File: src/rtl/sbpsf_pkg.sv
// Purpose: Shared constants and types for the bank and power state machine.
// Assumes: One clock, core_clk at 100 MHz.
// Notes: Timing figures are in ns; cycle counts derive from them.
//
// Contract
// - Sample clock gate each edge, compare previous.
// - Gate low twice holds low-power state.
// - Falling gate, select high enters power-down.
// - Falling gate with command enters self-refresh/deep.
// - Rising gate leaves deep power-down to power-on.
// - Rising gate leaves self refresh to idle.
// - Bank commands need gate high; exit wait.
// - Resetting power-down exit depends on init interval.
// - Activate opens row after row-to-column delay.
// - Precharge closes rows after precharge period.
// - Mode write from idle enters writing state.
// - Mode read enters matching reading state.
// - Reset command starts initialization, enters resetting.
// - Read on active row starts read burst.
// - Write on active row starts write burst.
// - Reading accepts read again, write switches.
// - Writing accepts write again, read switches.
// - Burst terminate ends read, bank active.
// - Burst terminate ends write, bank active.
// - Active means open row, delay met, idle.
// - Per-bank refresh holds bank for cycle time.
// - All-bank refresh holds device for cycle time.
// - Mode writing lasts the mode write time.
// - Mode reading lasts the mode read time.
package sbpsf_pkg;
  // Clock period in ps.
  localparam int CLK_PERIOD_PS = 10000;
  // Timing figures in ns (plain defaults).
  localparam int ROW_TO_COLUMN_DELAY_NS = 18;
  localparam int PRECHARGE_PERIOD_NS = 18;
  localparam int PER_BANK_REFRESH_CYCLE_TIME_NS = 60;
  localparam int ALL_BANK_REFRESH_CYCLE_TIME_NS = 130;
  localparam int MODE_WRITE_TIME_NS = 50;
  localparam int MODE_READ_TIME_NS = 20;
  localparam int FINAL_INIT_INTERVAL_NS = 10000;
  // Round a time in ns up to whole clock cycles.
  function automatic int ns_to_cyc(input int ns);
    return (ns * 1000 + CLK_PERIOD_PS - 1) / CLK_PERIOD_PS;
  endfunction
  localparam int RCD_CYC = ns_to_cyc(ROW_TO_COLUMN_DELAY_NS);
  localparam int RP_CYC = ns_to_cyc(PRECHARGE_PERIOD_NS);
  localparam int RFCPB_CYC = ns_to_cyc(PER_BANK_REFRESH_CYCLE_TIME_NS);
  localparam int RFCAB_CYC = ns_to_cyc(ALL_BANK_REFRESH_CYCLE_TIME_NS);
  localparam int MRW_CYC = ns_to_cyc(MODE_WRITE_TIME_NS);
  localparam int MRR_CYC = ns_to_cyc(MODE_READ_TIME_NS);
  localparam int INIT_CYC = ns_to_cyc(FINAL_INIT_INTERVAL_NS);
  // Width of the cycle counters.
  localparam int TMR_W = 16;
  // Number of banks.
  localparam int NUM_BANKS = 8;
  localparam int BANK_W = 3;
  // Decoded command codes on the cmdCode input.
  localparam logic [3:0] CMD_NOP = 4'h0;
  localparam logic [3:0] CMD_ACTIVATE = 4'h1;
  localparam logic [3:0] CMD_READ = 4'h2;
  localparam logic [3:0] CMD_WRITE = 4'h3;
  localparam logic [3:0] CMD_PRECHARGE = 4'h4;
  localparam logic [3:0] CMD_PRECHARGE_ALL = 4'h5;
  localparam logic [3:0] CMD_REFRESH_BANK = 4'h6;
  localparam logic [3:0] CMD_REFRESH_ALL = 4'h7;
  localparam logic [3:0] CMD_MODE_WRITE = 4'h8;
  localparam logic [3:0] CMD_MODE_READ = 4'h9;
  localparam logic [3:0] CMD_RESET = 4'ha;
  localparam logic [3:0] CMD_BURST_TERM = 4'hb;
  localparam logic [3:0] CMD_SELF_REFRESH = 4'hc;
  localparam logic [3:0] CMD_DEEP_PD = 4'hd;
  // Device-level states.
  typedef enum logic [3:0] {
    DEV_POWER_ON, DEV_RESETTING, DEV_NORMAL, DEV_IDLE_PD, DEV_ACTIVE_PD,
    DEV_RESET_PD, DEV_SELF_REFRESH, DEV_DEEP_PD, DEV_MODE_WRITING,
    DEV_MODE_READING, DEV_REFRESH_ALL
  } sbpsf_dev_e;
  // Per-bank states.
  typedef enum logic [2:0] {
    BK_IDLE, BK_ACTIVATING, BK_ACTIVE, BK_READING, BK_WRITING,
    BK_PRECHARGING, BK_REFRESHING
  } sbpsf_bank_e;
endpackage

File: src/rtl/sbpsf_top.sv
// Purpose: Device command-state machine: power states plus eight banks.
// Assumes: Controller drives decoded commands synchronous to core_clk.
// Notes: Clock gate and chip select are pins and pass four flip-flops.
`timescale 1ns/100ps
module sbpsf_top #(
  parameter int INIT_CYCLES = sbpsf_pkg::INIT_CYC
) (
  input wire logic core_clk,
  input wire logic rst,
  input wire logic clkGate,
  input wire logic chipSel_n,
  input wire logic [3:0] cmdCode,
  input wire logic [2:0] cmdBank,
  output logic [3:0] devState,
  output logic [23:0] bankStates,
  output logic anyBankActive,
  output logic exitWait,
  output logic modeWriteLoad,
  output logic modeReadReturn
);
  ////////////////////////////////////////////////////////////////////////
  // Pin synchronisers.
  // Three-stage chains for clock gate and chip select.
  logic [2:0] gateSync_r;
  logic [2:0] csSync_r;
  // Filtered levels: update only when stages two and three agree.
  logic gateNow_r;
  logic gatePrev_r;
  logic csNow_r;
  logic sampleValid_r;
  // Command delayed four cycles, as deep as the filtered pins.
  logic [1:0][3:0] cmdPre_r;
  logic [1:0][2:0] bankPre_r;
  logic [3:0] cmdDly1_r, cmdDly2_r;
  logic [2:0] bankDly1_r, bankDly2_r;

  // Shift the pin chains; stage 0 is read only by stage 1.
  always_ff @(posedge core_clk or posedge rst) begin
    if (rst) begin
      gateSync_r <= 3'h0;
      csSync_r <= 3'h7;
    end else begin
      gateSync_r <= {gateSync_r[1:0], clkGate};
      csSync_r <= {csSync_r[1:0], chipSel_n};
    end
  end

  // Filter and keep the previous gate sample for the edge compare.
  always_ff @(posedge core_clk or posedge rst) begin
    if (rst) begin
      gateNow_r <= 1'b0;
      gatePrev_r <= 1'b0;
      csNow_r <= 1'b1;
      sampleValid_r <= 1'b0;
    end else begin
      if (gateSync_r[1] == gateSync_r[2]) begin
        gateNow_r <= gateSync_r[2];
      end
      if (csSync_r[1] == csSync_r[2]) begin
        csNow_r <= csSync_r[2];
      end
      gatePrev_r <= gateNow_r;
      sampleValid_r <= 1'b1;
    end
  end

  // Delay the command by the same depth as the filtered pins.
  always_ff @(posedge core_clk or posedge rst) begin
    if (rst) begin
      cmdPre_r <= '0;
      bankPre_r <= '0;
      cmdDly1_r <= sbpsf_pkg::CMD_NOP;
      cmdDly2_r <= sbpsf_pkg::CMD_NOP;
      bankDly1_r <= 3'h0;
      bankDly2_r <= 3'h0;
    end else begin
      cmdPre_r <= {cmdPre_r[0], cmdCode};
      cmdDly1_r <= cmdPre_r[1];
      cmdDly2_r <= cmdDly1_r;
      bankPre_r <= {bankPre_r[0], cmdBank};
      bankDly1_r <= bankPre_r[1];
      bankDly2_r <= bankDly1_r;
    end
  end

  ////////////////////////////////////////////////////////////////////////
  // Edge classification.
  // Gate high on both edges: ordinary commands are accepted.
  logic gateHH;
  logic gateHL;
  logic gateLH;
  logic cmdSel;
  assign gateHH = sampleValid_r && gatePrev_r && gateNow_r;
  assign gateHL = sampleValid_r && gatePrev_r && !gateNow_r;
  assign gateLH = sampleValid_r && !gatePrev_r && gateNow_r;
  assign cmdSel = !csNow_r;

  ////////////////////////////////////////////////////////////////////////
  // Device state and its timers.
  sbpsf_pkg::sbpsf_dev_e dev_r;
  sbpsf_pkg::sbpsf_dev_e modeReadRet_r;
  logic [sbpsf_pkg::TMR_W-1:0] devTimer_r;
  logic [sbpsf_pkg::TMR_W-1:0] initTimer_r;
  logic [sbpsf_pkg::TMR_W-1:0] exitTimer_r;
  logic [2:0] bankSt [sbpsf_pkg::NUM_BANKS];
  logic allIdle;
  logic anyActive;
  logic bankBusy;

  // True when a bank state equals the wanted one.
  function automatic logic bank_is(input logic [2:0] st,
                                   input logic [2:0] want);
    bank_is = (st == want);
  endfunction

  // Summaries of the bank states used by power-state decisions.
  always_comb begin
    allIdle = 1'b1;
    anyActive = 1'b0;
    bankBusy = 1'b0;
    for (int i = 0; i < sbpsf_pkg::NUM_BANKS; i++) begin
      if (!bank_is(bankSt[i], sbpsf_pkg::BK_IDLE)) begin
        allIdle = 1'b0;
      end
      if (bank_is(bankSt[i], sbpsf_pkg::BK_ACTIVE)) begin
        anyActive = 1'b1;
      end
      if (!bank_is(bankSt[i], sbpsf_pkg::BK_IDLE) &&
          !bank_is(bankSt[i], sbpsf_pkg::BK_ACTIVE)) begin
        bankBusy = 1'b1;
      end
    end
  end

  // Commands need the gate high twice and no exit wait.
  logic devReady;
  assign devReady = gateHH && cmdSel && exitTimer_r == '0;

  // Power state machine.
  always_ff @(posedge core_clk or posedge rst) begin
    if (rst) begin
      dev_r <= sbpsf_pkg::DEV_POWER_ON;
      modeReadRet_r <= sbpsf_pkg::DEV_NORMAL;
      devTimer_r <= '0;
    end else begin
      case (dev_r)
        sbpsf_pkg::DEV_POWER_ON: begin
          if (devReady && cmdDly2_r == sbpsf_pkg::CMD_RESET) begin
            dev_r <= sbpsf_pkg::DEV_RESETTING;
          end
        end
        sbpsf_pkg::DEV_RESETTING: begin
          if (gateHL && !cmdSel) begin
            dev_r <= sbpsf_pkg::DEV_RESET_PD;
          end else if (initTimer_r == '0) begin
            dev_r <= sbpsf_pkg::DEV_NORMAL;
          end else if (devReady &&
                       cmdDly2_r == sbpsf_pkg::CMD_MODE_READ) begin
            dev_r <= sbpsf_pkg::DEV_MODE_READING;
            modeReadRet_r <= sbpsf_pkg::DEV_RESETTING;
            devTimer_r <= sbpsf_pkg::TMR_W'(sbpsf_pkg::MRR_CYC);
          end
        end
        sbpsf_pkg::DEV_NORMAL: begin
          if (gateHL && !cmdSel) begin
            // Clock-gate falls with chip select high.
            if (anyActive) begin
              dev_r <= sbpsf_pkg::DEV_ACTIVE_PD;
            end else if (allIdle) begin
              dev_r <= sbpsf_pkg::DEV_IDLE_PD;
            end
          end else if (gateHL && cmdSel && allIdle) begin
            if (cmdDly2_r == sbpsf_pkg::CMD_SELF_REFRESH) begin
              dev_r <= sbpsf_pkg::DEV_SELF_REFRESH;
            end else if (cmdDly2_r == sbpsf_pkg::CMD_DEEP_PD) begin
              dev_r <= sbpsf_pkg::DEV_DEEP_PD;
            end
          end else if (devReady && allIdle) begin
            case (cmdDly2_r)
              sbpsf_pkg::CMD_MODE_WRITE: begin
                dev_r <= sbpsf_pkg::DEV_MODE_WRITING;
                devTimer_r <= sbpsf_pkg::TMR_W'(sbpsf_pkg::MRW_CYC);
              end
              sbpsf_pkg::CMD_REFRESH_ALL: begin
                dev_r <= sbpsf_pkg::DEV_REFRESH_ALL;
                devTimer_r <= sbpsf_pkg::TMR_W'(sbpsf_pkg::RFCAB_CYC);
              end
              sbpsf_pkg::CMD_RESET: begin
                dev_r <= sbpsf_pkg::DEV_RESETTING;
              end
              sbpsf_pkg::CMD_MODE_READ: begin
                dev_r <= sbpsf_pkg::DEV_MODE_READING;
                modeReadRet_r <= sbpsf_pkg::DEV_NORMAL;
                devTimer_r <= sbpsf_pkg::TMR_W'(sbpsf_pkg::MRR_CYC);
              end
              default: begin
                dev_r <= dev_r;
              end
            endcase
          end else if (devReady && !bankBusy && anyActive &&
                       cmdDly2_r == sbpsf_pkg::CMD_MODE_READ) begin
            // Active mode read returns to the normal state, rows still open.
            dev_r <= sbpsf_pkg::DEV_MODE_READING;
            modeReadRet_r <= sbpsf_pkg::DEV_NORMAL;
            devTimer_r <= sbpsf_pkg::TMR_W'(sbpsf_pkg::MRR_CYC);
          end
        end
        sbpsf_pkg::DEV_IDLE_PD, sbpsf_pkg::DEV_ACTIVE_PD: begin
          // Gate low on both edges keeps the state.
          if (gateLH && !cmdSel) begin
            dev_r <= sbpsf_pkg::DEV_NORMAL;
          end
        end
        sbpsf_pkg::DEV_RESET_PD: begin
          if (gateLH && !cmdSel) begin
            if (initTimer_r == '0) begin
              dev_r <= sbpsf_pkg::DEV_NORMAL;
            end else begin
              dev_r <= sbpsf_pkg::DEV_RESETTING;
            end
          end
        end
        sbpsf_pkg::DEV_SELF_REFRESH: begin
          if (gateLH && !cmdSel) begin
            dev_r <= sbpsf_pkg::DEV_NORMAL;
          end
        end
        sbpsf_pkg::DEV_DEEP_PD: begin
          if (gateLH && !cmdSel) begin
            dev_r <= sbpsf_pkg::DEV_POWER_ON;
          end
        end
        sbpsf_pkg::DEV_MODE_WRITING, sbpsf_pkg::DEV_MODE_READING,
        sbpsf_pkg::DEV_REFRESH_ALL: begin
          // Timed device states end when their counter expires.
          if (devTimer_r <= 1) begin
            devTimer_r <= '0;
            dev_r <= (dev_r == sbpsf_pkg::DEV_MODE_READING) ?
                     modeReadRet_r : sbpsf_pkg::DEV_NORMAL;
          end else begin
            devTimer_r <= devTimer_r - 1'b1;
          end
        end
        default: begin
          dev_r <= sbpsf_pkg::DEV_POWER_ON;
        end
      endcase
    end
  end

  // Final initialization interval runs while resetting.
  always_ff @(posedge core_clk or posedge rst) begin
    if (rst) begin
      initTimer_r <= '0;
    end else if (dev_r != sbpsf_pkg::DEV_RESETTING &&
                 dev_r != sbpsf_pkg::DEV_RESET_PD &&
                 dev_r != sbpsf_pkg::DEV_MODE_READING) begin
      initTimer_r <= sbpsf_pkg::TMR_W'(INIT_CYCLES);
    end else if (initTimer_r != '0) begin
      initTimer_r <= initTimer_r - 1'b1;
    end
  end

  // Exit wait after power-down or self refresh; only no-ops and self-refresh or deep power-down entry pass.
  always_ff @(posedge core_clk or posedge rst) begin
    if (rst) begin
      exitTimer_r <= '0;
    end else if (gateLH && !cmdSel &&
                 dev_r == sbpsf_pkg::DEV_SELF_REFRESH) begin
      exitTimer_r <= sbpsf_pkg::TMR_W'(sbpsf_pkg::RFCAB_CYC);
    end else if (gateLH && !cmdSel) begin
      exitTimer_r <= sbpsf_pkg::TMR_W'(2);
    end else if (exitTimer_r != '0) begin
      exitTimer_r <= exitTimer_r - 1'b1;
    end
  end

  ////////////////////////////////////////////////////////////////////////
  // Banks.
  // Bank commands need the normal state and an addressed bank.
  logic [sbpsf_pkg::NUM_BANKS-1:0] bankHit;
  always_comb begin
    for (int i = 0; i < sbpsf_pkg::NUM_BANKS; i++) begin
      bankHit[i] = devReady && dev_r == sbpsf_pkg::DEV_NORMAL &&
        (bankDly2_r == 3'(i) ||
         cmdDly2_r == sbpsf_pkg::CMD_PRECHARGE_ALL);
    end
  end

  // Precharge-all is presented to each bank as a precharge.
  logic [3:0] bankCmd;
  assign bankCmd = (cmdDly2_r == sbpsf_pkg::CMD_PRECHARGE_ALL) ?
                   sbpsf_pkg::CMD_PRECHARGE : cmdDly2_r;

  for (genvar g = 0; g < sbpsf_pkg::NUM_BANKS; g++) begin : gBank
    sbpsf_bank uBank (
      .core_clk(core_clk),
      .rst(rst),
      .cmdValid(bankHit[g]),
      .cmdCode(bankCmd),
      .bankState(bankSt[g])
    );
  end

  ////////////////////////////////////////////////////////////////////////
  // Registered outputs.
  always_ff @(posedge core_clk or posedge rst) begin
    if (rst) begin
      devState <= 4'h0;
      bankStates <= 24'h0;
      anyBankActive <= 1'b0;
      exitWait <= 1'b0;
      modeWriteLoad <= 1'b0;
      modeReadReturn <= 1'b0;
    end else begin
      devState <= dev_r;
      for (int i = 0; i < sbpsf_pkg::NUM_BANKS; i++) begin
        bankStates[i*3 +: 3] <= bankSt[i];
      end
      anyBankActive <= anyActive;
      exitWait <= exitTimer_r != '0;
      modeWriteLoad <= dev_r == sbpsf_pkg::DEV_NORMAL && devReady &&
        allIdle && cmdDly2_r == sbpsf_pkg::CMD_MODE_WRITE;
      modeReadReturn <= devReady && cmdDly2_r == sbpsf_pkg::CMD_MODE_READ &&
        (dev_r == sbpsf_pkg::DEV_NORMAL ||
         dev_r == sbpsf_pkg::DEV_RESETTING);
    end
  end
endmodule

File: src/rtl/sbpsf_bank.sv
// Purpose: One bank's state machine with its own timing counter.
// Assumes: Commands arrive decoded and already qualified by the gate.
// Notes: A busy bank ignores commands addressed to it.
`timescale 1ns/100ps
module sbpsf_bank (
  input wire logic core_clk,
  input wire logic rst,
  input wire logic cmdValid,
  input wire logic [3:0] cmdCode,
  output logic [2:0] bankState
);
  // Current state and countdown to the end of a timed state.
  sbpsf_pkg::sbpsf_bank_e state_r;
  logic [sbpsf_pkg::TMR_W-1:0] timer_r;

  assign bankState = state_r;

  ////////////////////////////////////////////////////////////////////////
  // Next state: commands and expiry of the timed states.
  always_ff @(posedge core_clk or posedge rst) begin
    if (rst) begin
      state_r <= sbpsf_pkg::BK_IDLE;
      timer_r <= '0;
    end else if (timer_r != '0) begin
      // Timed state in progress; a no-op changes nothing here.
      timer_r <= timer_r - 1'b1;
      if (timer_r == 1) begin
        if (state_r == sbpsf_pkg::BK_ACTIVATING) begin
          state_r <= sbpsf_pkg::BK_ACTIVE;
        end else begin
          state_r <= sbpsf_pkg::BK_IDLE;
        end
      end
    end else if (cmdValid) begin
      case (state_r)
        sbpsf_pkg::BK_IDLE: begin
          if (cmdCode == sbpsf_pkg::CMD_ACTIVATE) begin
            state_r <= sbpsf_pkg::BK_ACTIVATING;
            timer_r <= sbpsf_pkg::TMR_W'(sbpsf_pkg::RCD_CYC);
          end else if (cmdCode == sbpsf_pkg::CMD_REFRESH_BANK) begin
            state_r <= sbpsf_pkg::BK_REFRESHING;
            timer_r <= sbpsf_pkg::TMR_W'(sbpsf_pkg::RFCPB_CYC);
          end else if (cmdCode == sbpsf_pkg::CMD_PRECHARGE) begin
            // Precharging an idle bank still takes the full period.
            state_r <= sbpsf_pkg::BK_PRECHARGING;
            timer_r <= sbpsf_pkg::TMR_W'(sbpsf_pkg::RP_CYC);
          end
        end
        sbpsf_pkg::BK_ACTIVE, sbpsf_pkg::BK_READING,
        sbpsf_pkg::BK_WRITING: begin
          if (cmdCode == sbpsf_pkg::CMD_READ) begin
            state_r <= sbpsf_pkg::BK_READING;
          end else if (cmdCode == sbpsf_pkg::CMD_WRITE) begin
            state_r <= sbpsf_pkg::BK_WRITING;
          end else if (cmdCode == sbpsf_pkg::CMD_BURST_TERM &&
                       state_r != sbpsf_pkg::BK_ACTIVE) begin
            state_r <= sbpsf_pkg::BK_ACTIVE;
          end else if (cmdCode == sbpsf_pkg::CMD_PRECHARGE) begin
            state_r <= sbpsf_pkg::BK_PRECHARGING;
            timer_r <= sbpsf_pkg::TMR_W'(sbpsf_pkg::RP_CYC);
          end
        end
        default: begin
          // Timed states never reach here with a zero timer.
          state_r <= state_r;
        end
      endcase
    end
  end
endmodule

File: config.mk
export PLATFORM = sky130hd
export DESIGN_NAME = sbpsf_top
export DESIGN_NICKNAME = d
export VERILOG_FILES = /design/src/rtl/sbpsf_pkg.sv /design/src/rtl/sbpsf_top.sv /design/src/rtl/sbpsf_bank.sv
export SDC_FILE = /design/constraint.sdc
export NUM_CORES = 1
export LEC_CHECK = 0
export ABC_CLOCK_PERIOD_IN_PS = 5250
export BUFFER_PORTS_ARGS = -buffer_cell sky130_fd_sc_hd__buf_2
export CORE_MARGIN = 4
export CORE_UTILIZATION = 60
export DETAILED_ROUTE_END_ITERATION = 6
export PLACE_DENSITY = 0.77
export SETUP_SLACK_MARGIN = 0.5
export SYNTH_ARGS = -nofsm -noshare
export SYNTH_HDL_FRONTEND = slang
export SYNTH_HIERARCHICAL = 1
export SYNTH_SLANG_ARGS = --single-unit
File: constraint.sdc
create_clock -name core_clk -period 5.25 [get_ports core_clk]
set_clock_uncertainty 0.2 [all_clocks]
set_input_delay 1.05 -clock core_clk [delete_from_list [all_inputs] [get_ports core_clk]]
set_output_delay 1.05 -clock core_clk [all_outputs]
set_load 0.01 [all_outputs]
* Word level (Yosys, flattened, before mapping)
Cells that the tools add are included.
** Operators by class
- Equal/unequal tests :: 133
- Reduce and logical (&&, ||, !) cells :: 148
- Add/subtract/negate cells :: 11
- Multiplexer cells :: 229
- $lt $le $gt $ge :: 1
** Operator list (number)
- 16-bit 2-to-1 mux :: 77
- 16-bit one-hot mux with 2 select lines :: 8
- 3-bit 2-to-1 mux :: 72
- 16-bit by 1-bit subtractor with 16-bit output (second input constant) :: 11
- 16-bit nonzero test :: 10
- 16-bit by 1-bit equality test with 1-bit output (second input constant) :: 8
- 4-bit 2-to-1 mux :: 26
- 3-bit by 2-bit != test with 1-bit output (second input constant) :: 32
- 16-bit one-hot mux with 3 select lines :: 2
- 3-bit by 2-bit equality test with 1-bit output (second input constant) :: 18
- 1-bit logical AND :: 48
- 3-bit one-hot mux with 2 select lines :: 8
- 5-bit AND reduction :: 8
- 3-bit equality test (second input constant) :: 12
- 4-bit equality test (second input constant) :: 9
- 2-bit != test (second input constant) :: 17
- 4-bit by 3-bit equality test with 1-bit output (second input constant) :: 8
- 16-bit logical NOT :: 2
- 3-bit nonzero test :: 10
- 3-bit OR reduction :: 10
- 4-bit one-hot mux with 7 select lines :: 1
- 3-bit by 1-bit equality test with 1-bit output (second input constant) :: 9
- 3-bit logical NOT :: 9
- 1-bit 2-to-1 mux :: 24
- 22 further kinds :: 83
** Word-level totals
- Bits of input ports :: 11
- Logic and storage cells :: 563
- Flip-flop bits (word level) :: 278

* Depth between registers and ports, before layout
Gate-level depths: netlist of the first run.
- Depth in word-level cells :: 20
- Gate-level depth with buffers :: 10
- Mapped depth without buffers :: 10

* Modules after synthesis
The synthesis of the first run kept the hierarchy.
** By module, submodules not included
- sbpsf_top :: instances 1, seq. area each 3109.2 um^2, area an instance 5371.4 um^2, cells an instance 492
- sbpsf_bank (gBank[1].uBank ...) :: instances 4, seq. area each 475.5 um^2, area an instance 1286.2 um^2, cells an instance 139
- sbpsf_bank (gBank[5].uBank ...) :: instances 3, seq. area each 475.5 um^2, area an instance 1305.0 um^2, cells an instance 140
- sbpsf_bank (gBank[0].uBank) :: instances 1, seq. area each 475.5 um^2, area an instance 1268.7 um^2, cells an instance 138

* Least setup slack after synthesis of the first run
Ideal clock, no wire load.
- Kind :: reg2reg
- Start :: register exitTimer_r[4] (netlist name)
- End :: register gBank[0].uBank.state_r[1]
- Buffers on the path :: 1
- Library setup time :: 126 ps
- Stages on the path, launching flop included :: 10
- Arrival :: 2722 ps
- Path slack :: 2202 ps
- Required time :: 4924 ps
- Path through :: dfrtp_1 -> or4_4 -> buf_6 -> nor3_2 -> nand3_2 -> a21oi_1 -> o21ai_2 -> mux2_2 -> or3_1 -> o32a_1
** Between the ends
- Longest elaborated chain between the ends :: 6
** Ends and longest elaborated chain
- start: declaration :: RTL line sbpsf_top.sv:104 : logic [sbpsf_pkg::TMR_W-1:0] exitTimer_r;
- start signal: assignment :: RTL line sbpsf_top.sv:270 : exitTimer_r <= sbpsf_pkg::TMR_W'(sbpsf_pkg::RFCAB_CYC);
- start signal: assignment :: RTL line sbpsf_top.sv:272 : exitTimer_r <= sbpsf_pkg::TMR_W'(2);
- start signal: assignment :: RTL line sbpsf_top.sv:274 : exitTimer_r <= exitTimer_r - 1'b1;
- 16-bit logical NOT :: RTL line sbpsf_top.sv:137 : assign devReady = gateHH && cmdSel && exitTimer_r == '0;
- 1-bit logical AND :: RTL line sbpsf_top.sv:137
- 1-bit logical AND (2 in series) :: RTL line sbpsf_top.sv:284 : bankHit[i] = devReady && dev_r == sbpsf_pkg::DEV_NORMAL &&
- via bankHit (one bit) :: RTL line sbpsf_top.sv:281 : logic [sbpsf_pkg::NUM_BANKS-1:0] bankHit;
- 2-bit nonzero test (no source line)
- 3-bit AND reduction (no source line)
- end signal: assignment :: RTL line sbpsf_bank.sv:22 : state_r <= sbpsf_pkg::BK_IDLE;
- end signal: assignment :: RTL line sbpsf_bank.sv:29 : state_r <= sbpsf_pkg::BK_ACTIVE;
- end signal: assignment :: RTL line sbpsf_bank.sv:31 : state_r <= sbpsf_pkg::BK_IDLE;
- end: declaration :: RTL line sbpsf_bank.sv:13 : sbpsf_pkg::sbpsf_bank_e state_r;
The timed path passes the listed nets, and every way through them passes these cells.
A chain may end at the register's enable or synchronous reset.

* Worst setup path in the final report of the first run
- Start :: register dev_r[1]
- End :: register gBank[0].uBank.state_r[1]
** Between the ends
- Longest elaborated chain between the ends :: 5
** Ends and longest elaborated chain
- start: declaration :: RTL line sbpsf_top.sv:100 : sbpsf_pkg::sbpsf_dev_e dev_r;
- start signal: assignment :: RTL line sbpsf_top.sv:142 : dev_r <= sbpsf_pkg::DEV_POWER_ON;
- start signal: assignment :: RTL line sbpsf_top.sv:149 : dev_r <= sbpsf_pkg::DEV_RESETTING;
- start signal: assignment :: RTL line sbpsf_top.sv:154 : dev_r <= sbpsf_pkg::DEV_RESET_PD;
- 4-bit by 2-bit equality test with 1-bit output :: RTL line sbpsf_top.sv:284
- 1-bit logical AND (2 in series) :: RTL line sbpsf_top.sv:284
- via bankHit (one bit) :: RTL line sbpsf_top.sv:281
- 2-bit nonzero test (no source line)
- 3-bit AND reduction (no source line)
The timed path passes the listed nets, and every way through them passes these cells.

==> results of run 1 <==
-- metrics by stage --
step	power, uW	utilization (%)	area, um^2	worst slack, ns	instances
after floorplan	5760	-	15700	0.709	1606
after global placement	6270	63.1	16100	1.73	1921
after detailed placement	6390	63.1	16100	1.60	1921
after CTS	8810	67.4	17200	1.59	1974
after global routing	9360	67.4	17200	1.29	1974
final	8760	67.4	17200	1.55	1974
-- per-layer routing --
layer / vias up / GRT usage [%] / share of wire (%)
met5: - / 0 / 0
met3: 62 / 2.82 / 5.4
met4: 0 / 5.92 / 2.3
li1: 5920 / - / -
met2: 369 / 38.1 / 47
met1: 6066 / 34.1 / 45
-- final cells by class --
type                    instances  area, um^2
clock buffers                  36         792
well taps                     330         413
fillers                      1959        8300
repair buffers                 49         263
multi-input cells            1216        8280
flip-flops and latches        276        6920
inverters                      50         193
clock inverters                17         315
-- cells by family after synthesis --
kind of cell | after synthesis | share of synthesized area (%)
other | 1 | 0.0239
and+or+nand+nor | 707 | 27.0
muxes | 15 | 0.996
xor gates and xnor gates | 119 | 6.64
DFF | 276 | 44.0
buffers and inverters | 114 | 3.22
adders and majority gates | 31 | 2.44
AOI/OAI and AO/OA | 343 | 15.7
-- report_power, final --
part	switching (uW)	leakage, uW	internal, uW	total, uW
registers	874	0.00346	2790	3660
clock network	846	0.000541	1510	2350
logic	1530	0.00321	1210	2740
total	3250	0.00721	5510	8760
-- path summary, 6_finish.rpt --
path / from / end / slack [ns] / cells past startpoint
max: dev_r[1] / gBank[0].uBank/bankState[1] / 1.55 / 8
min: bankDly1_r[1] / bankDly2_r[1] / 0.14 / 0
max reg2reg: dev_r[1] / gBank[0].uBank/bankState[1] / 1.55 / 8
min reg2reg: bankDly1_r[1] / bankDly2_r[1] / 0.14 / 0
max in group asynchronous: rst / bankStates[3] / 3.27 / 3
min in group asynchronous: rst / gBank[2].uBank/timer_r[0] / 0.60 / 2
-- sequential cells by signal, summed over array words and instances (netlist names), 2 cells and up --
name	cells
gBank.uBank/timer_r	128
bankStates	24
gBank.uBank/bankState	24
devTimer_r	16
exitTimer_r	16
initTimer_r	16
cmdPre_r	8
bankPre_r	6
cmdDly1_r	4
cmdDly2_r	4
devState	4
dev_r	4
bankDly1_r	3
bankDly2_r	3
csSync_r	3
gateSync_r	3
modeReadRet_r	2
-- cells in the final DEF, fill, tap and decap left out, types with 40 or more instances in the layout --
cell type	netlist	layout
o21ai_0	64	64
nand2_1	116	116
xnor2_1	59	59
nor3_1	62	62
nand2b_1	42	42
a21oi_1	53	53
nand3_1	40	40
inv_1	49	48
nor2_1	139	139
xor2_1	60	60
dfrtp_1	271	268
buf_2	14	42
-- worst reg2reg max path, cell delays in order, from the launching register on --
cell and delay, ns:
dfrtp_1 0.50, inv_1 0.13, nor4_2 0.78, nand3_2 0.53
a21oi_1 0.34, o21ai_2 0.13, mux2_2 0.29, or3_1 0.32
o32a_1 0.35
==> impl_metrics.tcl, run 1 <==
set metrics [dict create \
    cts_hold_buf 0 \
    gr-usage-all-layers_pct 23.6 \
    timing.hold.ws_ns 0.144 \
    cts_made_buffers 29 \
    tightest_slew_ns 0.951 \
    clock_latency_ns 0.55 \
    grt_max_degree 105 \
    vias 12417 \
    synthMostInstantiatedCell "dfrtp_1" \
    synth_cell_types 99 \
    drv_slew 0 \
    portBuffers 42 \
    fp.dieH_um 170 \
    synth_cells 1606 \
    n_antenna_cell 0 \
    start_util_pct 61.6 \
    cts_setup_buffers 0 \
    dr.pass1.iters 5 \
    endpoint_kind "flip-flop" \
    postSynthAreaPerCell_um2 9.78 \
    slew-limit-headroom_pct 36.6 \
    max_stage_delay_ns 0.78 \
    finalHoldViolCount 0 \
    status "completed" \
    ys_seq_elements 276 \
    hpwlAfterDp_mm 22.7 \
    synth_edf_count 0 \
    cts-root-buf "clkbuf_16" \
    async_reset_ff_share_pct 100 \
    cp.buffers_inverters 1 \
    path_class "reg -> reg" \
    pin_count 43 \
    die-area_um2 28800 \
    layout-area-overhead-vs-synth_pct 9.40 \
    yosysTopAreaCell "dfrtp_1" \
    drtAntennaViolNets 0 \
    ys_top_cells_by_area "dfrtp_1 (43%), xor2_1 (3.3%), nor2_1 (3.3%)" \
    fin_crit_sh_pct 70.4 \
    row_count 58 \
    htree_levels 1 \
    path_clk_slew_ns 0.07 \
    rsz0062_at_grt "no" \
    grt_antenna_before_repair 0 \
    hold_path_class "reg -> reg" \
    drive_above_1_share_pct 12.7 \
    grt_pass1_wl_mm 58.0 \
    mappedNetlistArea_um2 15700 \
    grt-ovfl-total 0 \
    wl_mm 34.3 \
    synth_flop_cell "dfrtp_1" \
    drv_cap 0 \
    worstPathRequired_ns 5.47 \
    clock_sinks 276 \
    postCtsResizedCells 0 \
    max_freq_mhz 271 \
    peakVddDrop_mv 0.426 \
    initialDrtViolationCount 1049 \
    yosys_warnings 6 \
    start_kind "flip-flop" \
    clock_path_buffers 3 \
    vias_per_cell 6.29 \
    syn-num-nets 1646 \
    setup_viol_count_final 0 \
    remaining_drc_errors 0 \
    cts_tree "built" \
    worstPathArrival_ns 3.92 \
    coreArea_um2 25500 \
    setup_tns_ns 0 \
    die_w_um 170 \
    yosysTopAreaCellShare_pct 43.2 \
    finalNetCount 1662 \
    gp_congestion 0.888 \
    grt_pass1_vias 11870 \
    yosys-top-cells-count "dfrtp_1 (271), nor2_1 (139), nand2_1 (116), o21ai_0 (64), nor3_1 (62)" \
    leakage_uw 0.00721 \
    crit_chain "inv_1 > nor4_2 > nand3_2 > a21oi_1 > o21ai_2 > mux2_2 > or3_1 > o32a_1" \
    critPathMaxFanout 11 \
    crit_family "simple AND/OR/NAND/NOR gates" \
    drt-wirelength-per-cell_um 17.4 \
    critPathSlowestCell "nor4_2" \
    p_per_area_nw_per_um2 510 \
    period_minus_slack_ns 3.70 \
    synth_sequential_area_ratio_pct 44.0 \
]
Power figures use the tool's default switching activity.
==> run 2, diff against run 1 <==
ABC_AREA = 1   (was unset)
ABC_CLOCK_PERIOD_IN_PS = 3800   (was 5250)
clock period = 3.8 ns   (was 5.25 ns; I/O delays follow)
==> impl_metrics.tcl, run 2 <==
set metrics [dict create \
    period_minus_slack_ns 2.86 \
    fin_crit_sh_pct 75.2 \
    drtAntennaViolNets 0 \
    remaining_drc_errors 0 \
    mappedNetlistArea_um2 16200 \
    synth_compound_gate_area_share_pct 6.56 \
    worstPathRequired_ns 4.01 \
    drv_cap 0 \
    start_util_pct 61.6 \
    finalNetCount 2289 \
    rsz0062_at_grt "no" \
    regMostFlops "gBank.uBank/timer_r" \
    yosys_warnings 6 \
    synth_mux_area_share_pct 0 \
    die_w_um 172 \
    hold_path_end "bankPre_r[1]" \
    async_reset_ff_share_pct 100 \
    layout-area-overhead-vs-synth_pct 9.66 \
    clock_path_buffers 3 \
    grt_antenna_before_repair 0 \
    gp_congestion 0.950 \
    synth_top_family_by_area "simple AND/OR/NAND/NOR gates" \
    cts_setup_buffers 0 \
    peakVddDrop_mv 0.447 \
    row_count 59 \
    fillers 2112 \
    synthMostInstantiatedCell "nand2_1" \
    path_class "reg -> reg" \
    initialDrtViolationCount 976 \
    portBuffers 42 \
    synth_cell_types 43 \
    synth_sequential_area_ratio_pct 42.7 \
    coreArea_um2 26300 \
    r2r_setup_slack_ns 0.94 \
    die-area_um2 29700 \
    leakage_uw 0.00888 \
    final_common_cell "nand2_1" \
    drive_above_1_share_pct 11.7 \
    worstPathArrival_ns 3.07 \
    dr.pass1.iters 5 \
    vias_per_cell 5.36 \
    n_antenna_cell 0 \
    finalPower_uw 11800 \
    start_kind "flip-flop" \
    postSynthAreaPerCell_um2 7.42 \
    p_per_area_nw_per_um2 663 \
    p_sw_share_pct 39.3 \
    max_freq_mhz 350 \
    drv_slew 0 \
    vias 13951 \
    synth_edf_count 0 \
    htree_levels 1 \
    synth_cells 2183 \
    layout_common_cells "nand2_1 (516), inv_1 (321), nor2_1 (274)" \
    setup_tns_ns 0 \
    dpl.cell_count 2553 \
    grt_pass1_wl_mm 59.6 \
    gr-usage-all-layers_pct 23.5 \
    grt_max_degree 83 \
    clock_sinks 276 \
    fin_util_pct 67.6 \
    stdcell_count 2605 \
    hold_path_class "in -> reg" \
    slew-limit-headroom_pct 48.6 \
    path_clk_slew_ns 0.06 \
    drt-wirelength-per-cell_um 13.1 \
    timing.hold.ws_ns 0.122 \
    synth_adder_area_share_pct 2.36 \
    yosys.area_share.simple_pct 35.5 \
    cts_made_buffers 29 \
    hpwlAfterDp_mm 24.5 \
    p_comb_share_pct 35.7 \
    postCtsResizedCells 0 \
    ys_seq_elements 276 \
    endpoint_kind "flip-flop" \
    grt-ovfl-total 0 \
    wl_mm 34.0 \
    fp.dieH_um 172 \
    r2r_cells 13 \
    largest_reg_flops 128 \
    pin_count 43 \
    cts-root-buf "clkbuf_16" \
    critPathMaxFanout 9 \
    seq_power_share_pct 40.0 \
    synth_flop_cell "dfrtp_1" \
    worstHoldStart "cmdBank[1]" \
    p_clk_share_pct 24.3 \
    regToRegStartpoint "exitTimer_r[0]" \
    cts_tree "built" \
    syn-num-nets 2223 \
    yosysTopAreaCell "dfrtp_1" \
    startpoint "exitTimer_r[0]" \
    status "completed" \
    tightest_slew_ns 0.770 \
    cts_hold_buf 0 \
    synthXorXnorAreaFrac_pct 4.11 \
    finalHoldViolCount 0 \
    hold_depth 1 \
    grt_pass1_vias 13390 \
    clock_latency_ns 0.54 \
    reg2reg_to "gBank[2].uBank/timer_r[0]" \
    intPower_uw 7150 \
    ys_top_cells_by_area "dfrtp_1 (42%), nand2_1 (12%), inv_1 (7.5%)" \
    yosysTopAreaCellShare_pct 41.9 \
    setup_viol_count_final 0 \
    p_sw_uw 4630 \
    yosys-top-cells-count "nand2_1 (516), inv_1 (322), nor2_1 (275), dfrtp_1 (271), nand3_1 (236)" \
]
run 2: logic make-up after synthesis:
| group | Yosys count |
|---|---|
| XOR/XNOR | 76 |
| buffers and inverters | 357 |
| AO/OA/AOI/OAI | 190 |
| other | 1 |
| AND/OR/NAND/NOR | 1252 |
| adder cells (fa/ha/maj) | 31 |
| flip-flops | 276 |
run 2: layer usage:
metal / global-route usage [%] / wire, um
met3: 2.88 / 1530
met2: 40.8 / 16500
met5: 0 / 0
met1: 31.9 / 15500
met4: 5.02 / 526
run 2: metrics by stage:
stage,cell area (um^2),worst slack [ns]
floorplan,16200,1.13
global placement,16800,1.11
detailed placement,16800,0.972
CTS,17800,0.975
global route,17800,0.681
finish,17800,0.944
run 2: power groups by stage:
stage / Sequential (uW) / Combinational [uW] / Clock, uW
finish: 4710 / 4210 / 2860
global route: 4840 / 4880 / 3050
CTS: 4690 / 4210 / 2930
detailed placement: 4720 / 4170 / 0
global placement: 4690 / 4010 / 0
floorplan: 4550 / 3480 / 0
run 2: worst max-delay path, stage by stage, from the launching register on:
cell	delay [ns]
dfrtp_1	0.40
inv_1	0.10
ha_1	0.18
nand3_1	0.09
nor2_2	0.20
nand3_4	0.12
nor2_2	0.19
clkinv_1	0.41
nor2_1	0.25
nand2_1	0.16
nor2_1	0.16
nand3_1	0.11
nand3_1	0.07
o21ai_0	0.08
run 2: how the worst max path moves through the flow:
stage                                end  slack (ns)
2_1_floorplan  gBank[1].uBank/timer_r[0]        1.13
3_3_place_gp   gBank[2].uBank/timer_r[0]        1.11
3_5_place_dp   gBank[2].uBank/timer_r[0]        0.97
4_1_cts        gBank[2].uBank/timer_r[0]        0.97
5_1_grt        gBank[2].uBank/timer_r[0]        0.68
6_report       gBank[2].uBank/timer_r[0]        0.94
run 2: cell type report:
| type | instances | area (um^2) | share of cell area [%] |
|---|---|---|---|
| clock buffers | 45 | 866 | 4.88 |
| clock inverters | 7 | 113 | 0.634 |
| inverters | 341 | 1280 | 7.24 |
| multi-input cells | 1550 | 7870 | 44.3 |
| flip-flops and latches | 276 | 6910 | 38.9 |
| well taps | 335 | 419 | 2.36 |
| repair buffers | 51 | 290 | 1.64 |
